`src/isl_pkg.sv`:
```
package isl_pkg;

    // ************************************************************
    // clock and carrier
    // ************************************************************
    localparam int unsigned CLK_HZ = 10_000_000;
    localparam int unsigned FC_HZ = 13_560_000;

    // ************************************************************
    // response timing, in carrier periods and in clock cycles
    // ************************************************************
    localparam int unsigned RESP_WAIT_MIN_FC = 4320;
    localparam int unsigned RESP_WAIT_NOM_FC = 4352;
    localparam int unsigned RESP_WAIT_MAX_FC = 4384;
    localparam longint unsigned RESP_WAIT_CYC_L =
        (longint'(RESP_WAIT_NOM_FC) * CLK_HZ) / FC_HZ;
    localparam longint unsigned IGNORE_BASE_CYC_L =
        (longint'(RESP_WAIT_MAX_FC) * CLK_HZ + FC_HZ - 1) / FC_HZ;
    localparam int unsigned WAIT_W = 12;
    localparam logic [WAIT_W-1:0] RESP_WAIT_CYC = WAIT_W'(RESP_WAIT_CYC_L);
    localparam int unsigned IGNORE_BASE_CYC = 32'(IGNORE_BASE_CYC_L);
    // nominal tag response time at the low data rate
    localparam int unsigned NRT_NS = 15_708_160;
    localparam int unsigned CLK_NS = 1_000_000_000 / CLK_HZ;
    localparam int unsigned NRT_CYC = (NRT_NS + CLK_NS - 1) / CLK_NS;

    // ************************************************************
    // slots and reset values
    // ************************************************************
    localparam int unsigned SLOT_W = 4;
    localparam logic [SLOT_W-1:0] SLOT_FIRST = 4'h0;
    localparam logic [SLOT_W-1:0] SLOT_LAST = 4'hF;
    localparam logic [WAIT_W-1:0] WAIT_RST = 12'h000;

    typedef enum logic [1:0] {
        ISL_IDLE = 2'b00,
        ISL_WAIT = 2'b01,
        ISL_SLOT = 2'b10
    } isl_phase_t;

    // request decoded by the frame receiver, offered with its closing EOF edge
    typedef struct packed {
        logic is_inventory;
        logic slot_count_select;
        logic addressed;
        logic uid_match;
        logic mask_match;
        logic [SLOT_W-1:0] uid_slot_bits;
    } isl_req_t;

    typedef struct packed {
        logic start;
        logic inventory;
        logic [SLOT_W-1:0] slot;
    } isl_resp_t;

endpackage

```
`src/isl_inventory_slot_timing.sv`:
```
// Operation
// - select flag zero means sixteen slots, from zero
// - reply about 4352 carrier periods after EOF
// - modulation during wait restarts full wait
// - ignore modulation for 4384 periods plus nrt
// - SOF leaves sequence, frame is new request
// - addressed request answered only on UID match
// - new inventory restarts counting at slot zero
// - count slot EOFs, answer on mask+slot match
`timescale 1ns/1ps
module isl_inventory_slot_timing #(
    parameter int unsigned IGN_W = 18,
    parameter int unsigned NRT_CYCLES = isl_pkg::NRT_CYC,
    parameter int unsigned IGNORE_CYCLES = isl_pkg::IGNORE_BASE_CYC + isl_pkg::NRT_CYC
) (
    input wire logic MCLK,
    input wire logic RST_N,
    input wire logic EOF_PIN,
    input wire logic MOD_PIN,
    input wire logic SOF_DET,
    input wire logic REQ_VALID,
    input wire isl_pkg::isl_req_t REQ,
    output isl_pkg::isl_resp_t RESP,
    output logic IN_SEQUENCE,
    output logic MOD_IGNORE
);

    // ************************************************************
    // state
    // ************************************************************
    // all timing is counted in MCLK cycles:
    // - the response wait is the nominal carrier count turned into clock
    //   cycles, so a reply lands well inside the allowed band even with the
    //   two synchroniser cycles added in front of it
    // - the ignore window starts on the same edge and must outlast the wait
    //   plus the nominal reply time; a shorter window only suits simulation
    // - slot EOFs are taken only once the ignore window has run out, which
    //   bounds how fast a reader can step through the slots
    typedef struct packed {
        isl_pkg::isl_phase_t phase;
        logic in_seq;
        logic single_slot;
        logic mask_match;
        logic [isl_pkg::SLOT_W-1:0] uid_slot_bits;
        logic [isl_pkg::SLOT_W-1:0] slot;
        logic pend;
        logic pend_inv;
        logic [isl_pkg::WAIT_W-1:0] wait_cnt;
        logic [IGN_W-1:0] ign_cnt;
        logic eof_d;
        logic mod_d;
        isl_pkg::isl_resp_t resp;
    } isl_state_t;

    localparam logic [IGN_W-1:0] IGN_LOAD = IGN_W'(IGNORE_CYCLES);
    localparam logic [IGN_W-1:0] IGN_ZERO = '0;

    isl_state_t st;
    isl_state_t next_st;
    logic eof_s;
    logic mod_s;
    logic eof_rise;
    logic mod_rise;
    logic req_taken;
    logic first_slot_hit;
    logic plain_reply_due;
    logic [isl_pkg::SLOT_W-1:0] slot_inc;
    logic next_slot_hit;
    logic ign_run;
    logic wait_done;
    logic eof_taken;
    logic last_slot;

    // pins from the RF front end cross into MCLK here; the two flops add two
    // cycles to every reply timed from a slot EOF, still far inside the allowed timing band
    isl_sync u_sync_eof (
        .clk(MCLK),
        .rst_n(RST_N),
        .d(EOF_PIN),
        .q(eof_s)
    );

    isl_sync u_sync_mod (
        .clk(MCLK),
        .rst_n(RST_N),
        .d(MOD_PIN),
        .q(mod_s)
    );

    assign eof_rise = eof_s && !st.eof_d;
    assign mod_rise = mod_s && !st.mod_d;

    // ************************************************************
    // decode helpers
    // ************************************************************
    // a frame start in the same cycle wins over the request it would end
    assign req_taken = REQ_VALID && !SOF_DET;
    // slot zero opens right at the request EOF, so its match comes from REQ
    assign first_slot_hit = REQ.mask_match &&
        (REQ.slot_count_select || REQ.uid_slot_bits == isl_pkg::SLOT_FIRST);
    // a non-addressed request is answered by every tag that hears it
    assign plain_reply_due = !REQ.addressed || REQ.uid_match;
    // wraps only past the last slot, which ends the sequence first
    assign slot_inc = st.slot + 4'h1;
    assign next_slot_hit = st.mask_match && st.uid_slot_bits == slot_inc;
    assign ign_run = st.ign_cnt != IGN_ZERO;
    // the reply pulse leaves on the edge that would take the counter to zero
    assign wait_done = st.wait_cnt <= isl_pkg::WAIT_RST + 12'h001;
    // EOF edges inside the ignore window are treated as noise
    assign eof_taken = eof_rise && !ign_run && !st.single_slot;
    assign last_slot = st.slot == isl_pkg::SLOT_LAST;

    // ************************************************************
    // next state
    // ************************************************************
    always_comb begin
        next_st = st;
        next_st.eof_d = eof_s;
        next_st.mod_d = mod_s;
        next_st.resp.start = 1'b0;
        if (ign_run) begin
            next_st.ign_cnt = st.ign_cnt - IGN_W'(1);
        end
        if (SOF_DET) begin
            // a new frame ends any running sequence and cancels a pending reply
            next_st.in_seq = 1'b0;
            next_st.pend = 1'b0;
            next_st.phase = isl_pkg::ISL_IDLE;
        end else if (req_taken) begin
            next_st.ign_cnt = IGN_LOAD;
            next_st.wait_cnt = isl_pkg::RESP_WAIT_CYC;
            next_st.slot = isl_pkg::SLOT_FIRST;
            next_st.resp.inventory = REQ.is_inventory;
            next_st.pend_inv = REQ.is_inventory;
            if (REQ.is_inventory) begin
                next_st.in_seq = 1'b1;
                next_st.single_slot = REQ.slot_count_select;
                next_st.mask_match = REQ.mask_match;
                next_st.uid_slot_bits = REQ.uid_slot_bits;
                next_st.pend = first_slot_hit;
            end else begin
                next_st.in_seq = 1'b0;
                next_st.pend = plain_reply_due;
            end
            next_st.phase = isl_pkg::ISL_WAIT;
        end else begin
            unique case (st.phase)
                isl_pkg::ISL_IDLE: begin
                    next_st.phase = isl_pkg::ISL_IDLE;
                end
                isl_pkg::ISL_WAIT: begin
                    if (mod_rise) begin
                        // reader modulation is disregarded, but the full wait starts over
                        next_st.wait_cnt = isl_pkg::RESP_WAIT_CYC;
                    end else if (!wait_done) begin
                        next_st.wait_cnt = st.wait_cnt - 12'h001;
                    end else begin
                        // a wait with nothing pending still closes, so in a sequence the slot phase follows
                        next_st.wait_cnt = isl_pkg::WAIT_RST;
                        next_st.resp.start = st.pend;
                        next_st.resp.slot = st.slot;
                        next_st.pend = 1'b0;
                        next_st.phase = st.in_seq ? isl_pkg::ISL_SLOT : isl_pkg::ISL_IDLE;
                    end
                end
                isl_pkg::ISL_SLOT: begin
                    if (eof_taken) begin
                        if (last_slot) begin
                            // sequence exhausted, stay silent until the next request
                            next_st.in_seq = 1'b0;
                            next_st.phase = isl_pkg::ISL_IDLE;
                        end else begin
                            next_st.slot = slot_inc;
                            next_st.ign_cnt = IGN_LOAD;
                            next_st.wait_cnt = isl_pkg::RESP_WAIT_CYC;
                            next_st.pend = next_slot_hit;
                            next_st.phase = isl_pkg::ISL_WAIT;
                        end
                    end else if (st.single_slot) begin
                        // one-slot inventory is over once its only slot has passed
                        next_st.in_seq = 1'b0;
                        next_st.phase = isl_pkg::ISL_IDLE;
                    end
                end
                default: begin
                    next_st.phase = isl_pkg::ISL_IDLE;
                end
            endcase
        end
    end

    // ************************************************************
    // registers
    // ************************************************************
    // one register stage holds every bit of state; reset clears it all, so
    // the edge detectors start at the idle level of their pins and no false
    // EOF or modulation edge follows reset
    always_ff @(posedge MCLK or negedge RST_N) begin
        if (!RST_N) begin
            st <= '0;
        end else begin
            st <= next_st;
        end
    end

    // ************************************************************
    // outputs
    // ************************************************************
    // reply fields and sequence flag come straight from the state register;
    // the ignore flag is a compare on the registered counter
    assign RESP = st.resp;
    assign IN_SEQUENCE = st.in_seq;
    assign MOD_IGNORE = ign_run;

endmodule // isl_inventory_slot_timing

```
`src/isl_sync.sv`:
```
`timescale 1ns/1ps
module isl_sync (
    input wire logic clk,
    input wire logic rst_n,
    input wire logic d,
    output logic q
);
    logic meta;

    always_ff @(posedge clk or negedge rst_n) begin
        if (!rst_n) begin
            meta <= 1'b0;
            q <= 1'b0;
        end else begin
            meta <= d;
            q <= meta;
        end
    end
endmodule // isl_sync

```
`config.mk`:
```
export PLATFORM = sky130hd
export DESIGN_NAME = isl_inventory_slot_timing
export DESIGN_NICKNAME = d
export VERILOG_FILES = /design/src/isl_pkg.sv /design/src/isl_inventory_slot_timing.sv /design/src/isl_sync.sv
export SDC_FILE = /design/constraint.sdc
export NUM_CORES = 1
export LEC_CHECK = 0
export ABC_AREA = 1
export BUFFER_PORTS_ARGS = -buffer_cell sky130_fd_sc_hd__buf_2
export CORE_UTILIZATION = 50
export DETAILED_ROUTE_END_ITERATION = 8
export HOLD_SLACK_MARGIN = 0.03
export PLACE_DENSITY_LB_ADDON = 0.1
export SLEW_MARGIN = 20
export SYNTH_ARGS = -nofsm -noshare
export SYNTH_HDL_FRONTEND = slang
export SYNTH_SLANG_ARGS = --single-unit
```
`constraint.sdc`:
```
create_clock -name MCLK -period 2.95 [get_ports MCLK]
set_clock_uncertainty 0.05 [all_clocks]
set_input_delay 0.295 -clock MCLK [delete_from_list [all_inputs] [get_ports MCLK]]
set_output_delay 0.295 -clock MCLK [all_outputs]
set_load 0.005 [all_outputs]
```
-- Word level (Yosys, flattened, before mapping)
Index checks and enable logic that the tools add are counted.
- memory bits (read-only): 0
- memories kept: 0
- memory bits (writable): 0
- bits in latches: 0
- input bits: 15
- register bits: 56
- eq/ne operators: 13
- add/subtract/negate cells: 3
- bitwise logic cells: 3
- $mul: 0
- div/mod/pow operators: 0
- shifts and indexed selects: 0
- reductions and logical operators: 31
- multiplexer cells: 40
- $lt $le $gt $ge: 1
- operator list (operator ; number):
    $mux 30 ; 3
    $mux 18 ; 3
    $mux 12 ; 2
    $pmux 12 s2 ; 1
    $mux 4 ; 5
    $reduce_bool 18->1 ; 1
    $sub 18x1->18 const B ; 1
    $ne 4x4->1 const B ; 4
    $mux 5 ; 3
    $mux 1 ; 13
    $le 12x1->1 const B ; 1
    $mux 3 ; 4
    $sub 12x1->12 const B ; 1
    $reduce_and 5->1 ; 2
    $reduce_and 3->1 ; 3
    $reduce_and 4->1 ; 2
    $reduce_bool 4->1 ; 2
    $logic_and 1x1->1 ; 7
    $logic_not 1->1 ; 6
    $mux 2 ; 3
    $mux 6 ; 1
    $ne 3x3->1 const B ; 2
    $reduce_bool 3->1 ; 2
    $ne 5x5->1 const B ; 1
    other kinds (14) ; 18

-- Longest topological paths before layout
- word-level depth: 8
- depth in mapped cells: 11
- depth with buffers taken out: 11

-- By module
Synthesis repeated with hierarchy kept, for this count alone.
- cells, all modules: 410
- area total of the unflattened synthesis: 3228.1 um^2
- modules (own cells, without submodules) (module ; area each (um^2) ; instances ; cells each ; sequential area each (um^2)):
    isl_inventory_slot_timing ; 3128.0 ; 1 ; 406 ; 1301.2
    isl_sync ; 50.0 ; 2 ; 2 ; 50.0

-- Least setup slack after synthesis
No wires, ideal clock.
- path type: register -> register
- from: register st[8] in the netlist's numbering
- to: register st[32] in the netlist's numbering
- data arrival time: 1.447 ns
- path buffers: 1
- setup slack: 1.388 ns
- stages on the path, launching flop included: 12
- cells stage by stage: dfrtp_1 inv_1 ha_1 nand3_1 nor2_2 nand4_2 nand3_2 nand2_2 buf_6 nor2_2 nand2_1 nand2_1
- word-level cells in the longest chain between the ends: 6
- RTL lines (element ; RTL line ; text):
    from (decl) ; isl_inventory_slot_timing.sv:58 ; isl_state_t st;
    from (signal assigned) ; isl_inventory_slot_timing.sv:202 ; st <= next_st;
    $reduce_bool 18->1 ; isl_inventory_slot_timing.sv:106 ; assign ign_run = st.ign_cnt != IGN_ZERO;
    $logic_not 1->1 ; isl_inventory_slot_timing.sv:110 ; assign eof_taken = eof_rise && !ign_run && !st.single_slot;
    $logic_and 1x1->1 (2 in series) ; isl_inventory_slot_timing.sv:110 ;
    $ne 3x3->1 (no source line) ; - ;
    $reduce_and 4->1 (no source line) ; - ;
No other way between the ends.
A chain may end at the register's enable or synchronous reset.

-- Worst setup path in the final report
- from: register st[8] in the netlist's numbering
- to: output port MOD_IGNORE
- word-level cells in the longest chain between the ends: 1
- RTL lines (element ; RTL line ; text):
    $reduce_bool 18->1 ; isl_inventory_slot_timing.sv:106 ;
    to (decl) ; isl_inventory_slot_timing.sv:25 ; output logic MOD_IGNORE
No other way between the ends.

==> flow_summary.json <==
{
  "insertion_delay_ns": 0.31,
  "cts_tree": "yes",
  "core_um2": 6060,
  "slew_headroom_pct": 72.2,
  "overflow": 0,
  "place_area_um2": 3350,
  "synth_commonest_cells": "nand2_1, dfrtp_1, nor2_1",
  "synth_area_leaders": "dfrtp_1, nand2_1, nor2_1",
  "synth.avg_cell_area_um2": 7.70,
  "place_hpwl_mm": 4.96,
  "start_util_pct": 52.9,
  "criticalPathCategory": "reg2out",
  "reg2reg_slack_ns": 1.16,
  "drc": 0,
  "async_reset_ff_share_pct": 100,
  "htree_levels": 2,
  "p_total_mw": 1.73,
  "setup_viol": 0,
  "yosys_warnings": 0,
  "seq_area_frac_synth_pct": 43.7,
  "synth-seq-cells": 56,
  "numPortBuffers": 22,
  "ant_nets": 0,
  "die_h_um": 82.1,
  "via_count": 2599,
  "die_w_um": 82.1,
  "drt_iter0_markers": 138,
  "yosysMostFrequentCell": "nand2_1",
  "hp-class": "in2reg",
  "clkSlewWorstSetupHoldPaths_ns": 0.10,
  "clock_path_buffers": 2,
  "power_density_nw_per_um2": 499,
  "start_kind": "register",
  "place_ws_ns": 1.16,
  "synth_ff_type": "dfrtp_1",
  "required_ns": 2.61,
  "viasPerCell": 5.03,
  "cp.arrival_ns": 1.68,
  "end_kind": "output pin",
  "synth_top_cell_by_area": "dfrtp_1",
  "fin_setup_tns_ns": 0,
  "n_antenna_cell": 0,
  "grt_util_all_layers_pct": 22.0,
  "gp_congestion": 0.845,
  "cts_resized": 0,
  "finalHoldViolations": 0,
  "grt_pass1_wl_mm": 11.2,
  "drt-pass1-iter-count": 5,
  "drive_gt1_share_pct": 13.6,
  "syn_to_final_growth_pct": 8.32,
  "synthCells": 416,
  "num_io_pins": 23,
  "run_status": "finished, final reports clean",
  "finalCritPeriodShare_pct": 68.8,
  "final_area_um2": 3470,
  "cts_sinks": 56,
  "wl_per_cell_um": 12.4,
  "maxSlewViolCount": 0,
  "grt_pass1_vias": 2406,
  "tightest_slew_ns": 0.417,
  "peakVddDrop_v": 0.000315,
  "syn_area_um2": 3200,
  "num_rows": 28,
  "rsz0062_at_grt": "no",
  "syn_nets": 438,
  "fmax_mhz": 493,
  "setup_ws_ns": 0.920,
  "wl_mm": 6.43,
  "drv_cap": 0,
  "synth-edff-count": 0,
  "antenna_found_initial": 0,
  "yosys.area.top_type_share_pct": 43.7,
  "clockRootBuffer": "clkbuf_8",
  "synth_cell_type_count": 34,
  "cts-buffers-inserted": 5,
  "finalNetCount": 463,
  "holdWs_ns": 0.185,
  "die_area_um2": 6730,
  "grt_max_degree": 24,
  "period_needed_ns": 2.03,
  "power.leakage_nw": 1.67,
  "crit_fanout": 7
}
-- final timing paths --
| check | to | cells after the start | from |
|---|---|---|---|
| worst max-delay path | MOD_IGNORE | 6 | st[8] |
| worst min-delay path | st[48] | 2 | REQ[4] |
| worst max register to register | st[35] | 9 | st[8] |
| worst min register to register | u_sync_eof.q | 0 | u_sync_eof.meta |
| max in group asynchronous | st[26] | 3 | RST_N |
| min in group asynchronous | st[15] | 2 | RST_N |
-- layout by cell type, fill, tap and decap left out, types with 7 or more instances in the layout --
master / netlist / layout
inv_1: 49 / 49
nand2_1: 109 / 109
nand3_1: 29 / 29
ha_1: 7 / 7
xor2_1: 13 / 13
nor2_2: 10 / 10
dfrtp_1: 56 / 56
a21oi_1: 13 / 13
o21ai_0: 20 / 20
nor2_1: 55 / 55
buf_2: 0 / 22
-- area by class of cell --
cell class                      instances  area [um^2]
Sequential cell                        56         1400
Timing Repair Buffer                   27          155
Clock inverter                          2         16.3
Clock buffer                            6         72.6
Inverter                               51          191
Tap cell                               75         93.8
Fill cell                             584         2590
Multi-Input combinational cell        300         1540
-- where the power goes --
part           internal [mW]  switching [mW]
sequential             0.849          0.0793
clock                  0.170           0.258
combinational          0.146           0.231
total                   1.16           0.568
-- layer usage --
| metal | track usage, % | share of wire, % | vias to the layer above |
|---|---|---|---|
| met1 | 31.3 | 50 | 1185 |
| met5 | 0 | 0 | - |
| met4 | 6.32 | 1.3 | 0 |
| li1 | - | - | 1364 |
| met2 | 34.5 | 46 | 41 |
| met3 | 3.33 | 2.9 | 9 |
-- state kept, by name, indices dropped and copies added (netlist names) --
signal,cells
IN_SEQUENCE,1
RESP,6
st,45
u_sync_eof.meta,1
u_sync_eof.q,1
u_sync_mod.meta,1
u_sync_mod.q,1
-- critical path: stages (launching register included) --
cell and delay [ns]:
dfrtp_1 0.39, inv_1 0.13, ha_1 0.21, nand3_1 0.10, nor2_2 0.17, nand2_1 0.19
buf_2 0.19
-- per-stage QoR --
| stage | utilization (%) | cells |
|---|---|---|
| floorplan | - | 416 |
| CTS | 57.3 | 517 |
| finish | 57.3 | 517 |
| global placement | 55.3 | 506 |
| global route | 57.3 | 517 |
| detailed placement | 55.3 | 506 |
-- what timing repair did --
action / 4_1_cts / 5_1_grt
setup buffers: 0 / 0
hold buffers: 3 / 0
setup endpoints to repair: 0 / 0
endpoints found under the hold margin: 18 / 0
-- kinds of logic (layout without fill, tap and decap cells) --
group	after synthesis	count (layout)	synth area share, %
XOR/XNOR	18	18	4.92
AO/OA/AOI/OAI	44	44	7.38
flip-flops	56	56	43.7
adder cells (fa/ha/maj)	7	7	2.73
multiplexers	2	2	0.703
AND/OR/NAND/NOR	229	229	32.3
buffers and inverters	60	86	8.20
No activity file was read; power rests on OpenSTA's default activity.
